==> config.mk <==
export PLATFORM = sky130hd
export DESIGN_NAME = wsi_wait_inserter
export DESIGN_NICKNAME = d
export VERILOG_FILES = /design/src/rtl/wsi_pkg.sv /design/src/rtl/wsi_wait_inserter.sv /design/src/rtl/wsi_cfg_bank.sv /design/src/rtl/wsi_float_timer.sv
export SDC_FILE = /design/constraint.sdc
export NUM_CORES = 1
export LEC_CHECK = 0
export BUFFER_PORTS_ARGS = -buffer_cell sky130_fd_sc_hd__clkbuf_2
export CAP_MARGIN = 20
export CORE_ASPECT_RATIO = 1.1
export CORE_MARGIN = 2
export CORE_UTILIZATION = 30
export CTS_CLUSTER_DIAMETER = 40
export DETAILED_ROUTE_END_ITERATION = 8
export HOLD_SLACK_MARGIN = 0.1
export PLACE_DENSITY = 0.53
export SLEW_MARGIN = 20
export SYNTH_ARGS = -nofsm -noshare
export SYNTH_HDL_FRONTEND = slang
export SYNTH_SLANG_ARGS = --single-unit
export TNS_END_PERCENT = 30
==> constraint.sdc <==
create_clock -name sys_clk -period 75.8 [get_ports sys_clk]
set_input_delay 18.95 -clock sys_clk [delete_from_list [all_inputs] [get_ports sys_clk]]
set_output_delay 18.95 -clock sys_clk [all_outputs]
set_load 0.03 [all_outputs]
==> src/rtl/wsi_pkg.sv <==
package wsi_pkg;

    ////////////////////////////////////////////////////////////////////////////
    // Sizes of the external interface.
    localparam int NUM_CS = 8;                // Number of chip selects.
    localparam int CS_W   = 3;                // Width of a chip-select index.
    localparam int NBS_W  = 4;                // Byte-select lines.
    localparam int NWR_W  = 4;                // Byte-write lines.
    localparam int TW     = 10;               // Width of an effective timing count.
    localparam int TDF_W  = 4;                // Width of the float cycle count.
    localparam int WCNT_W = 3;                // Width of the fixed wait counter.

    ////////////////////////////////////////////////////////////////////////////
    // Field positions inside one chip select's packed configuration word.
    localparam int F_WMODE       = 0;         // Write controlled by write strobe when 1.
    localparam int F_RMODE       = 1;         // Read controlled by read strobe when 1.
    localparam int F_TMODE       = 2;         // Float optimization enabled when 1.
    localparam int F_TDF         = 3;         // Float cycle count, TDF_W bits.
    localparam int F_WE_SETUP    = F_TDF + TDF_W;
    localparam int F_WE_PULSE    = F_WE_SETUP + TW;
    localparam int F_WR_CYCLE    = F_WE_PULSE + TW;
    localparam int F_CS_WR_SETUP = F_WR_CYCLE + TW;
    localparam int F_CS_WR_PULSE = F_CS_WR_SETUP + TW;
    localparam int F_RD_SETUP    = F_CS_WR_PULSE + TW;
    localparam int F_CS_RD_SETUP = F_RD_SETUP + TW;
    localparam int CFG_W         = F_CS_RD_SETUP + TW;

    ////////////////////////////////////////////////////////////////////////////
    // Reset values of the active parameter set.
    localparam logic [TW-1:0]    RST_SETUP = 10'h001;
    localparam logic [TW-1:0]    RST_PULSE = 10'h001;
    localparam logic [TW-1:0]    RST_CYCLE = 10'h003;
    localparam logic [TDF_W-1:0] RST_TDF   = 4'h0;
    localparam logic [CFG_W-1:0] CFG_RST   = {RST_SETUP, RST_SETUP, RST_PULSE, RST_SETUP,
                                              RST_CYCLE, RST_PULSE, RST_SETUP, RST_TDF,
                                              1'b0, 1'b1, 1'b1};

    ////////////////////////////////////////////////////////////////////////////
    // Sequencer states.
    typedef enum logic [1:0] {
        ST_IDLE = 2'b00,
        ST_WAIT = 2'b01,
        ST_BUSY = 2'b10
    } wsi_state_e;

endpackage : wsi_pkg

==> src/rtl/wsi_wait_inserter.sv <==
// Overview of operation
// - One idle cycle between consecutive transfers on different chip selects.
// - During that idle cycle all byte, write, chip-select and read strobes are 1.
// - Early-read wait only for write then read on same chip select.
// - Early-read wait when write strobe has no hold and read has no setup.
// - Chip-select controlled write, no hold, no read chip-select setup: early-read wait.
// - Strobe controlled write, no hold, strobe still low: wait and hold bus.
// - After a mode write, one reload cycle loads the new parameter set.
// - Chip-select change absorbs the reload cycle; only the idle cycle is added.
// - Same chip select before and after a mode write: reload cycle always.
// - Mode register writes arm the reload; timing writes do not.
// - Entering or leaving slow-clock mode also arms the reload cycle.
// - Read followed by write always gets one read-to-write cycle.
// - Read-to-write cycle adds to idle and reload cycles.
// - Float wait after read: before read elsewhere, before any write.
// - Each chip select has its own float count from 0 to 15.
// - Internal accesses never wait on pending float cycles.
// - Strobe controlled read: float period starts at read strobe rise.
// - Chip-select controlled read: float period starts at chip-select rise.
// - Optimized float: next setup cycles count toward the float period.
// - Unoptimized float: period fully elapses before next access starts.
// - Read hold cycles overlapping the float period count toward it.
// - Write strobe hold is cycle length minus setup minus pulse.
// - All timings are held per chip select in whole clock cycles.
module wsi_wait_inserter
    import wsi_pkg::*;
#(
    parameter int N_CS = NUM_CS
) (
    // Clock, reset and clock enable.
    input  wire logic                  sys_clk,
    input  wire logic                  reset,
    input  wire logic                  clk_en,
    // Access requests from the internal bus.
    input  wire logic                  acc_valid,
    input  wire logic                  acc_write,
    input  wire logic                  acc_internal,
    input  wire logic [CS_W-1:0]       acc_cs,
    output logic                       acc_ready,
    // Start commands towards the strobe engine and internal memories.
    output logic                       ext_start,
    output logic                       ext_start_write,
    output logic [CS_W-1:0]            ext_start_cs,
    output logic                       int_start,
    // Status from the strobe engine.
    input  wire logic                  xfer_end,
    input  wire logic                  rd_strobe_rise,
    input  wire logic                  rd_cs_rise,
    input  wire logic                  write_strobe_fb_n,
    // Strobe levels from the strobe engine.
    input  wire logic [NBS_W-1:0]      eng_byte_select_n,
    input  wire logic [NWR_W-1:0]      eng_byte_write_n,
    input  wire logic [N_CS-1:0]       eng_chip_select_n,
    input  wire logic                  eng_read_strobe_n,
    // Strobes towards the pins.
    output logic [NBS_W-1:0]           byte_select_n,
    output logic [NWR_W-1:0]           byte_write_n,
    output logic [N_CS-1:0]            chip_select_n,
    output logic                       read_strobe_n,
    // Configuration events.
    input  wire logic                  mode_reg_write,
    input  wire logic                  slow_clock_mode,
    // Per chip select configuration, chip select 0 in the low bits.
    input  wire logic [N_CS-1:0]       cfg_write_mode,
    input  wire logic [N_CS-1:0]       cfg_read_mode,
    input  wire logic [N_CS-1:0]       cfg_tdf_mode,
    input  wire logic [N_CS*TDF_W-1:0] cfg_tdf_cycles,
    input  wire logic [N_CS*TW-1:0]    cfg_write_strobe_setup,
    input  wire logic [N_CS*TW-1:0]    cfg_write_strobe_pulse,
    input  wire logic [N_CS*TW-1:0]    cfg_write_cycle_length,
    input  wire logic [N_CS*TW-1:0]    cfg_cs_write_setup,
    input  wire logic [N_CS*TW-1:0]    cfg_cs_write_pulse,
    input  wire logic [N_CS*TW-1:0]    cfg_read_strobe_setup,
    input  wire logic [N_CS*TW-1:0]    cfg_cs_read_setup,
    // Status.
    output logic                       cfg_load,
    output logic                       addr_hold_ext,
    output logic                       cs_idle,
    output logic                       wait_active,
    output logic                       float_busy
);

    ////////////////////////////////////////////////////////////////////////////
    // Internal signals.
    wsi_state_e              state_r;
    wsi_state_e              state_nxt;
    logic [N_CS*CFG_W-1:0]   cfg_pack;
    logic [N_CS*CFG_W-1:0]   cfg_q;
    logic [CFG_W-1:0]        pcfg;
    logic [CFG_W-1:0]        ncfg;
    logic                    prev_valid_r;
    logic                    prev_write_r;
    logic [CS_W-1:0]         prev_cs_r;
    logic                    reload_pend_r;
    logic                    reload_pend_nxt;
    logic                    slow_q_r;
    logic [WCNT_W-1:0]       wait_cnt_r;
    logic                    flt_need_r;
    logic                    flt_opt_r;
    logic [TW-1:0]           flt_setup_r;
    logic                    pend_write_r;
    logic [CS_W-1:0]         pend_cs_r;
    logic [TDF_W-1:0]        float_rem;
    logic [TW-1:0]           float_rem_ext;
    logic                    float_start;
    logic                    take_int;
    logic                    take_ext;
    logic                    cs_chg;
    logic [TW-1:0]           p_we_hold;
    logic [TW-1:0]           p_cs_hold;
    logic [TW-1:0]           p_ctl_hold;
    logic [TW-1:0]           n_rd_setup;
    logic [TW-1:0]           n_setup;
    logic                    er_plain;
    logic                    er_cs;
    logic                    er_fb;
    logic                    early;
    logic                    reload_ins;
    logic                    rd2wr;
    logic                    flt_need;
    logic [WCNT_W-1:0]       fixed_cnt;
    logic                    flt_ok_now;
    logic                    flt_ok_wait;
    logic                    go_now;
    logic                    go_wait;

    ////////////////////////////////////////////////////////////////////////////
    // Pack the per chip select inputs into one word each.
    for (genvar i = 0; i < N_CS; i++) begin : g_pack
        assign cfg_pack[i*CFG_W +: CFG_W] = {cfg_cs_read_setup[i*TW +: TW],
                                             cfg_read_strobe_setup[i*TW +: TW],
                                             cfg_cs_write_pulse[i*TW +: TW],
                                             cfg_cs_write_setup[i*TW +: TW],
                                             cfg_write_cycle_length[i*TW +: TW],
                                             cfg_write_strobe_pulse[i*TW +: TW],
                                             cfg_write_strobe_setup[i*TW +: TW],
                                             cfg_tdf_cycles[i*TDF_W +: TDF_W],
                                             cfg_tdf_mode[i],
                                             cfg_read_mode[i],
                                             cfg_write_mode[i]};
    end

    // Active parameter sets, one per chip select.
    // Per chip-select timings.
    wsi_cfg_bank #(
        .N_CS    (N_CS)
    ) u_cfg_bank (
        .sys_clk (sys_clk),
        .reset   (reset),
        .clk_en  (clk_en),
        .load    (cfg_load),
        .cfg_in  (cfg_pack),
        .cfg_q   (cfg_q)
    );

    ////////////////////////////////////////////////////////////////////////////
    // Float period timer, started at the rising edge of the read's controlling strobe.
    // Read strobe or chip-select rise start.
    assign float_start = !prev_write_r && prev_valid_r &&
                         (pcfg[F_RMODE] ? rd_strobe_rise : rd_cs_rise);

    wsi_float_timer u_float_timer (
        .sys_clk   (sys_clk),
        .reset     (reset),
        .clk_en    (clk_en),
        .start     (float_start),
        .start_val (pcfg[F_TDF +: TDF_W]),
        .remain    (float_rem)
    );

    assign float_rem_ext = {{(TW-TDF_W){1'b0}}, float_rem};

    ////////////////////////////////////////////////////////////////////////////
    // Boundary analysis between the previous external access and the offered one.
    always_comb begin
        pcfg       = cfg_q[prev_cs_r*CFG_W +: CFG_W];
        ncfg       = cfg_q[acc_cs*CFG_W +: CFG_W];
        cs_chg     = prev_valid_r && (acc_cs != prev_cs_r);
        p_we_hold  = pcfg[F_WR_CYCLE +: TW] - pcfg[F_WE_SETUP +: TW] - pcfg[F_WE_PULSE +: TW];
        p_cs_hold  = pcfg[F_WR_CYCLE +: TW] - pcfg[F_CS_WR_SETUP +: TW] - pcfg[F_CS_WR_PULSE +: TW];
        p_ctl_hold = pcfg[F_WMODE] ? p_we_hold : p_cs_hold;
        n_rd_setup = ncfg[F_RMODE] ? ncfg[F_RD_SETUP +: TW] : ncfg[F_CS_RD_SETUP +: TW];
        if (acc_write) begin
            n_setup = ncfg[F_WMODE] ? ncfg[F_WE_SETUP +: TW] : ncfg[F_CS_WR_SETUP +: TW];
        end else begin
            n_setup = n_rd_setup;
        end
        er_plain   = (p_ctl_hold == '0) && (n_rd_setup == '0);
        er_cs      = !pcfg[F_WMODE] && (p_cs_hold == '0) && (ncfg[F_CS_RD_SETUP +: TW] == '0);
        er_fb      = pcfg[F_WMODE] && (p_we_hold == '0) && !write_strobe_fb_n;
        early      = prev_valid_r && prev_write_r && !acc_write && !cs_chg &&
                     (er_plain || er_cs || er_fb);
        reload_ins = reload_pend_r && !cs_chg;
        rd2wr      = prev_valid_r && !prev_write_r && acc_write;
        fixed_cnt  = {2'b00, cs_chg} + {2'b00, early} + {2'b00, reload_ins} + {2'b00, rd2wr};
        flt_need   = prev_valid_r && !prev_write_r && (acc_write || cs_chg);
    end

    ////////////////////////////////////////////////////////////////////////////
    // Float release test; the counter keeps running through every other wait cycle,
    // so idle, reload and read hold cycles all eat into the float period.
    // Setup overlaps float.
    assign flt_ok_now  = !flt_need ||
                         (pcfg[F_TMODE] ? (float_rem_ext <= n_setup) : (float_rem == '0));
    assign flt_ok_wait = !flt_need_r ||
                         (flt_opt_r ? (float_rem_ext <= flt_setup_r) : (float_rem == '0));

    // Request acceptance; internal requests bypass all external waits.
    // Internal never stalls.
    assign take_int = acc_valid && acc_ready && acc_internal;
    assign take_ext = acc_valid && acc_ready && !acc_internal;
    assign go_now   = take_ext && (fixed_cnt == '0) && flt_ok_now;
    assign go_wait  = (state_r == ST_WAIT) && (wait_cnt_r <= 3'h1) && flt_ok_wait;

    ////////////////////////////////////////////////////////////////////////////
    // Next state of the sequencer.
    always_comb begin
        state_nxt = state_r;
        case (state_r)
            ST_IDLE: begin
                if (go_now) begin
                    state_nxt = ST_BUSY;
                end else if (take_ext) begin
                    state_nxt = ST_WAIT;
                end
            end
            ST_WAIT: begin
                if (go_wait) begin
                    state_nxt = ST_BUSY;
                end
            end
            ST_BUSY: begin
                if (xfer_end) begin
                    state_nxt = ST_IDLE;
                end
            end
            default: begin
                state_nxt = ST_IDLE;
            end
        endcase
    end

    // State register.
    always_ff @(posedge sys_clk or posedge reset) begin
        if (reset) begin
            state_r <= ST_IDLE;
        end else if (clk_en) begin
            state_r <= state_nxt;
        end
    end

    ////////////////////////////////////////////////////////////////////////////
    // Fixed wait counter and the float terms of the pending access.
    always_ff @(posedge sys_clk or posedge reset) begin
        if (reset) begin
            wait_cnt_r  <= '0;
            flt_need_r  <= 1'b0;
            flt_opt_r   <= 1'b0;
            flt_setup_r <= '0;
        end else if (clk_en) begin
            if (take_ext) begin
                wait_cnt_r  <= fixed_cnt;
                flt_need_r  <= flt_need;
                flt_opt_r   <= pcfg[F_TMODE];
                flt_setup_r <= n_setup;
            end else if ((state_r == ST_WAIT) && (wait_cnt_r != '0)) begin
                wait_cnt_r  <= wait_cnt_r - 3'h1;
            end
        end
    end

    // Last accepted external access and the pending start target.
    always_ff @(posedge sys_clk or posedge reset) begin
        if (reset) begin
            prev_valid_r <= 1'b0;
            prev_write_r <= 1'b0;
            prev_cs_r    <= '0;
            pend_write_r <= 1'b0;
            pend_cs_r    <= '0;
        end else if (clk_en && take_ext) begin
            prev_valid_r <= 1'b1;
            prev_write_r <= acc_write;
            prev_cs_r    <= acc_cs;
            pend_write_r <= acc_write;
            pend_cs_r    <= acc_cs;
        end
    end

    ////////////////////////////////////////////////////////////////////////////
    // Reload request, armed by mode writes and slow-clock changes; an arming event
    // in the cycle that consumes the request keeps it pending.
    // Mode writes and slow-clock changes.
    assign reload_pend_nxt = mode_reg_write || (slow_clock_mode != slow_q_r) ||
                             (reload_pend_r && !take_ext);

    always_ff @(posedge sys_clk or posedge reset) begin
        if (reset) begin
            reload_pend_r <= 1'b1;
            slow_q_r      <= 1'b0;
        end else if (clk_en) begin
            reload_pend_r <= reload_pend_nxt;
            slow_q_r      <= slow_clock_mode;
        end
    end

    // Parameter load in the first wait cycle, reload cycle or absorbing idle cycle.
    // Idle absorbs reload.
    always_ff @(posedge sys_clk or posedge reset) begin
        if (reset) begin
            cfg_load <= 1'b0;
        end else if (clk_en) begin
            cfg_load <= take_ext && reload_pend_r;
        end
    end

    ////////////////////////////////////////////////////////////////////////////
    // Handshake and start pulses.
    always_ff @(posedge sys_clk or posedge reset) begin
        if (reset) begin
            acc_ready       <= 1'b0;
            ext_start       <= 1'b0;
            ext_start_write <= 1'b0;
            ext_start_cs    <= '0;
            int_start       <= 1'b0;
            wait_active     <= 1'b0;
            float_busy      <= 1'b0;
        end else if (clk_en) begin
            acc_ready       <= (state_nxt == ST_IDLE);
            ext_start       <= go_now || go_wait;
            ext_start_write <= go_now ? acc_write : pend_write_r;
            ext_start_cs    <= go_now ? acc_cs : pend_cs_r;
            int_start       <= take_int;
            wait_active     <= (state_nxt == ST_WAIT);
            float_busy      <= (float_rem != '0);
        end
    end

    // Bus hold extension while the write strobe feedback is late.
    // Extra hold cycle.
    always_ff @(posedge sys_clk or posedge reset) begin
        if (reset) begin
            addr_hold_ext <= 1'b0;
        end else if (clk_en) begin
            addr_hold_ext <= take_ext && early && er_fb;
        end
    end

    ////////////////////////////////////////////////////////////////////////////
    // Pin strobes, forced inactive during the chip-select idle cycle.
    // Idle forces ones.
    always_ff @(posedge sys_clk or posedge reset) begin
        if (reset) begin
            cs_idle       <= 1'b0;
            byte_select_n <= '1;
            byte_write_n  <= '1;
            chip_select_n <= '1;
            read_strobe_n <= 1'b1;
        end else if (clk_en) begin
            cs_idle       <= take_ext && cs_chg;
            byte_select_n <= (take_ext && cs_chg) ? '1 : eng_byte_select_n;
            byte_write_n  <= (take_ext && cs_chg) ? '1 : eng_byte_write_n;
            chip_select_n <= (take_ext && cs_chg) ? '1 : eng_chip_select_n;
            read_strobe_n <= (take_ext && cs_chg) ? 1'b1 : eng_read_strobe_n;
        end
    end

endmodule : wsi_wait_inserter

==> src/rtl/wsi_cfg_bank.sv <==
module wsi_cfg_bank
    import wsi_pkg::*;
#(
    parameter int N_CS = NUM_CS
) (
    // Clock and reset.
    input  wire logic                  sys_clk,
    input  wire logic                  reset,
    input  wire logic                  clk_en,
    // Load strobe and parameter sets.
    input  wire logic                  load,
    input  wire logic [N_CS*CFG_W-1:0] cfg_in,
    output logic      [N_CS*CFG_W-1:0] cfg_q
);

    ////////////////////////////////////////////////////////////////////////////
    // One active parameter word per chip select, replaced only on a load.
    for (genvar i = 0; i < N_CS; i++) begin : g_cs
        always_ff @(posedge sys_clk or posedge reset) begin
            if (reset) begin
                cfg_q[i*CFG_W +: CFG_W] <= CFG_RST;
            end else if (clk_en && load) begin
                cfg_q[i*CFG_W +: CFG_W] <= cfg_in[i*CFG_W +: CFG_W];
            end
        end
    end

endmodule : wsi_cfg_bank

==> src/rtl/wsi_float_timer.sv <==
module wsi_float_timer
    import wsi_pkg::*;
(
    // Clock and reset.
    input  wire logic             sys_clk,
    input  wire logic             reset,
    input  wire logic             clk_en,
    // Start of a float period and its length.
    input  wire logic             start,
    input  wire logic [TDF_W-1:0] start_val,
    // Float cycles still to run.
    output logic      [TDF_W-1:0] remain
);

    ////////////////////////////////////////////////////////////////////////////
    // Down counter that stops at zero; a new start overrides the count.
    always_ff @(posedge sys_clk or posedge reset) begin
        if (reset) begin
            remain <= '0;
        end else if (clk_en) begin
            if (start) begin
                remain <= start_val;
            end else if (remain != '0) begin
                remain <= remain - 4'h1;
            end
        end
    end

endmodule : wsi_float_timer

==> results.md <==
* First-pass GRT wire length at 158 mm
* Worst slew pin tran at 1.13 ns
* Worst Hold Launch: flt_setup_r[6]$_DFFE_PP0P_
* Rel. slew slack at 0.246
* Share of layout cells above drive strength 1 at 0.634
* Design area at 42200 um2
* Final Core Density at 0.386
* WHS Path Cells at 2
* Largest net degree at the start of global routing at 159
* Core footprint at 109000 um2
* Max Slew Vio Count at 0
* Status: completed
* Worst r2r dst: state_r[0]$_DFFE_PP0P_
* GRT overflow at 0
* Drt via density at 4.94
* Pwr dens at 53.2 nW/um2
* WL/cell at 25.0 um
* Met3 Usage GRT at 0.0508
* Hold path endpoint: flt_setup_r[6]$_DFFE_PP0P_
* Synth area leader: dfrtp_1
* Post-Synth XOR/XNOR Area at 0.00554
* Most common cell on crit path: ha_1
* Yosys warning total at 0
* Largest family of logic cells by synthesized area: multiplexers
* Clk_lat worst skew at 0.70 ns
* Top_reg_cell synth: dfrtp_1
* CP max-delay cell: buf_4
* Post-CTS Setup Repair Bufs at 0
* Post-CTS sizing at 0
* P_leak at 18.9 nW
* Number of synthesized flops with an enable pin at 0
* Vias in the first global route at 23175
* Max-Cap Viols at 0
* Clock buffer depth at 3
* Rows at 127
* Worst setup SP type: input pin
* Final wirelength at 109 mm
* Post-Synthesis Cell Area at 33200 um2
* Met1 GRT Util at 0.239
* Die Wd at 321 um
* Layout Cells excl Fill at 4377
* Total die area at 113000 um2
* Drt first pass iters at 5
* Post-Synth Simple-Gate Area at 0.0235
* Fin Setup TNS at 0 ns
* Critical Path Sink Type: register
* Fill count at 10452
* Syn_nets at 2871
* P&R area growth vs syn at 27.2%
* Max Fclk at 41.0 MHz
* CTS Sinks at 673
* CP required at 76.33 ns
* Drt drc at 0
* R2R cell count at 19
* Via count at 21637
* GR Util All Layers at 0.191
* Global route hottest layer: met2
* Synth Instances at 2173
* Setup Skew at 0.0335 ns
* Final #Nets at 3544
* Peak VDD IR at 43.5 uV
* Clk root buf: clkbuf_16
* Commonest cells post-synth: 662 x mux2_2, 575 x dfrtp_1, 193 x mux4_2, 98 x dfstp_2, 97 x clkbuf_1
* Post-DP Area at 38000 um2
* CP delay by family, top: compound AO/OA/AOI/OAI gates
* Critical Path Fanout Max at 62
* Final period util at 0.322
* DIE HEIGHT at 353 um
* IO Count at 677
* R2R Setup Slk at 67.81 ns
* Syn Area/Cell at 15.3 um2
* Asr flop ratio synth at 1.00
* Tmin final at 24.40 ns
* Multiplexer area fraction after synthesis at 0.380
* Hold Crit Class: reg2reg
* Seq/Total Area, Yosys at 0.511
* Seq cells post-synth at 673
* Most frequent cell after synthesis: mux2_2
* Worst-path clk slew at 0.06 ns
* Hold Violations, Final at 0
* Starting Density at 0.304
* Final setup violating endpoints at 0
* Critical path buffer and inverter count at 2
* CTS tree: built
* Number of I/O port buffers at 676
* TritonCTS buffer count at 114
* Antenna viol nets, final at 0
* Hpwl dp at 81.9 mm
* Crit-path max cell delay at 0.86 ns
* Synth top area share at 0.434
* Worst r2r src: pend_cs_r[0]$_DFFE_PP0P_
* H-tree Lvls at 3
* CP Data Arrival Time at 24.92 ns
* GR met2 Demand/Resource at 0.314
* Compound-cell area share of the yosys netlist at 0.0320
* Inst Count DP at 4148
* Netlist cell types at 66
* Worst path cell trace: buf_6, buf_4, mux4_2, nor4_2, nand4b_1, a2111oi_2, nor2_1, or3_1, o32ai_2, fa_1, ha_1, ha_1, nor4_1, o31a_1, o21ai_1, a32oi_1, o21ai_0
* Unrepaired setup endpoints after global routing: no
* Initial antenna violation count at 39
* Critical path type: in2reg
* Detailed Route Iter0 Violations at 1014
* Area contributors post-synth: dfrtp_1 43%, mux2_2 22%, mux4_2 13%, dfstp_2 7.8%, mux2i_1 2.0%
* Routability cong. at 0.796
* Synth Area in Adders at 0.0232
* Cts hold-fix bufs at 0
routing by layer:
layer | wire length [um] | vias to the layer above
met5 | 186 | -
met4 | 3460 | 30
met3 | 7480 | 189
met2 | 53300 | 667
met1 | 45000 | 11150
li1 | - | 9601
layout make-up:
type / instances / area (um2) / area share
inverters: 51 / 199 / 0.00471
flip-flops and latches: 673 / 17000 / 0.402
multi-input cells: 1303 / 15400 / 0.365
clock inverters: 75 / 1090 / 0.0258
well taps: 1419 / 1780 / 0.0421
repair buffers: 703 / 3660 / 0.0868
diodes: 12 / 30.0 / 0.000711
clock buffers: 141 / 3080 / 0.0729
cell usage in the layout, fill, tap and decap left out, types with 7 or more instances in the layout:
cell	count
dfrtp_1	572
a21o_1	7
mux2i_1	65
mux2_2	662
a211oi_1	8
clkinvlp_4	16
clkinv_4	13
fa_1	19
xnor2_1	12
buf_4	23
o22a_1	17
bufinv_16	20
nor2b_1	15
clkbuf_16	115
a21oi_1	24
inv_1	49
inv_6	11
nor4_1	9
xor2_1	9
clkinv_2	9
nand4_1	8
ha_1	31
clkbuf_8	10
diode_2	12
dfstp_2	98
clkbuf_1	16
o21ai_0	42
clkbuf_2	673
nor2_1	31
o21a_1	7
nand2_1	44
mux4_2	193
state kept, by name, summed over array words and instances, names as in the netlist, 2 cells and up:
name,count
chip_select_n,8
flt_setup_r,10
state_r,2
u_float_timer.remain,4
byte_select_n,4
pend_cs_r,3
wait_cnt_r,3
u_cfg_bank.cfg_q,616
byte_write_n,4
ext_start_cs,3
per-stage QoR:
step | power (mW) | hold WS, ns | setup WS, ns
floorplan | 1.38 | 0.440 | 38.15
global placement | 1.70 | 0.458 | 50.81
detailed placement | 1.71 | 0.466 | 50.69
CTS | 2.28 | 0.478 | 51.42
global route | 2.40 | 0.507 | 51.01
finish | 2.24 | 0.473 | 51.40
worst register-to-register path, cell delays in order, from the launching register on:
cell and delay [ns]:
dfrtp_4 0.86, buf_12 0.52, mux4_2 0.74, mux2i_1 0.51, fa_1 0.52, ha_1 0.39
xor2_1 0.19, or3_1 0.31, a2111oi_0 0.41, nand4_1 0.14, or4_1 0.75, o32ai_2 0.30
fa_1 0.50, ha_1 0.20, ha_1 0.31, nor4_1 0.28, o31a_1 0.25, o21ai_1 0.26
a32oi_1 0.28, o21ai_0 0.11
logic make-up after synthesis:
family,Yosys count
multiplexers,926
AND/OR/NAND/NOR,151
adder cells (fa/ha/maj),50
XOR/XNOR,21
flip-flops,673
AO/OA/AOI/OAI,155
buffers and inverters,197
where the power goes:
part	leakage [nW]	internal (mW)	switching (mW)
clock	1.98	0.360	0.198
combinational	8.88	0.510	0.500
sequential	7.99	0.550	0.125
worst max path at each step:
stage | from | endpoint | slack (ns) | cells past startpoint
3_5_place_dp | acc_cs[1] | state_r[0]$_DFFE_PP0P_ | 50.69 | 17
3_3_place_gp | acc_cs[1] | wait_active$_DFFE_PP0P_ | 50.81 | 17
5_1_grt | acc_cs[1] | state_r[0]$_DFFE_PP0P_ | 51.01 | 17
6_report | acc_cs[1] | state_r[0]$_DFFE_PP0P_ | 51.40 | 17
2_1_floorplan | reset | acc_ready$_DFFE_PP0P_ | 38.15 | 1
4_1_cts | acc_cs[1] | wait_active$_DFFE_PP0P_ | 51.42 | 17
(Power assumes the default switching activity.)
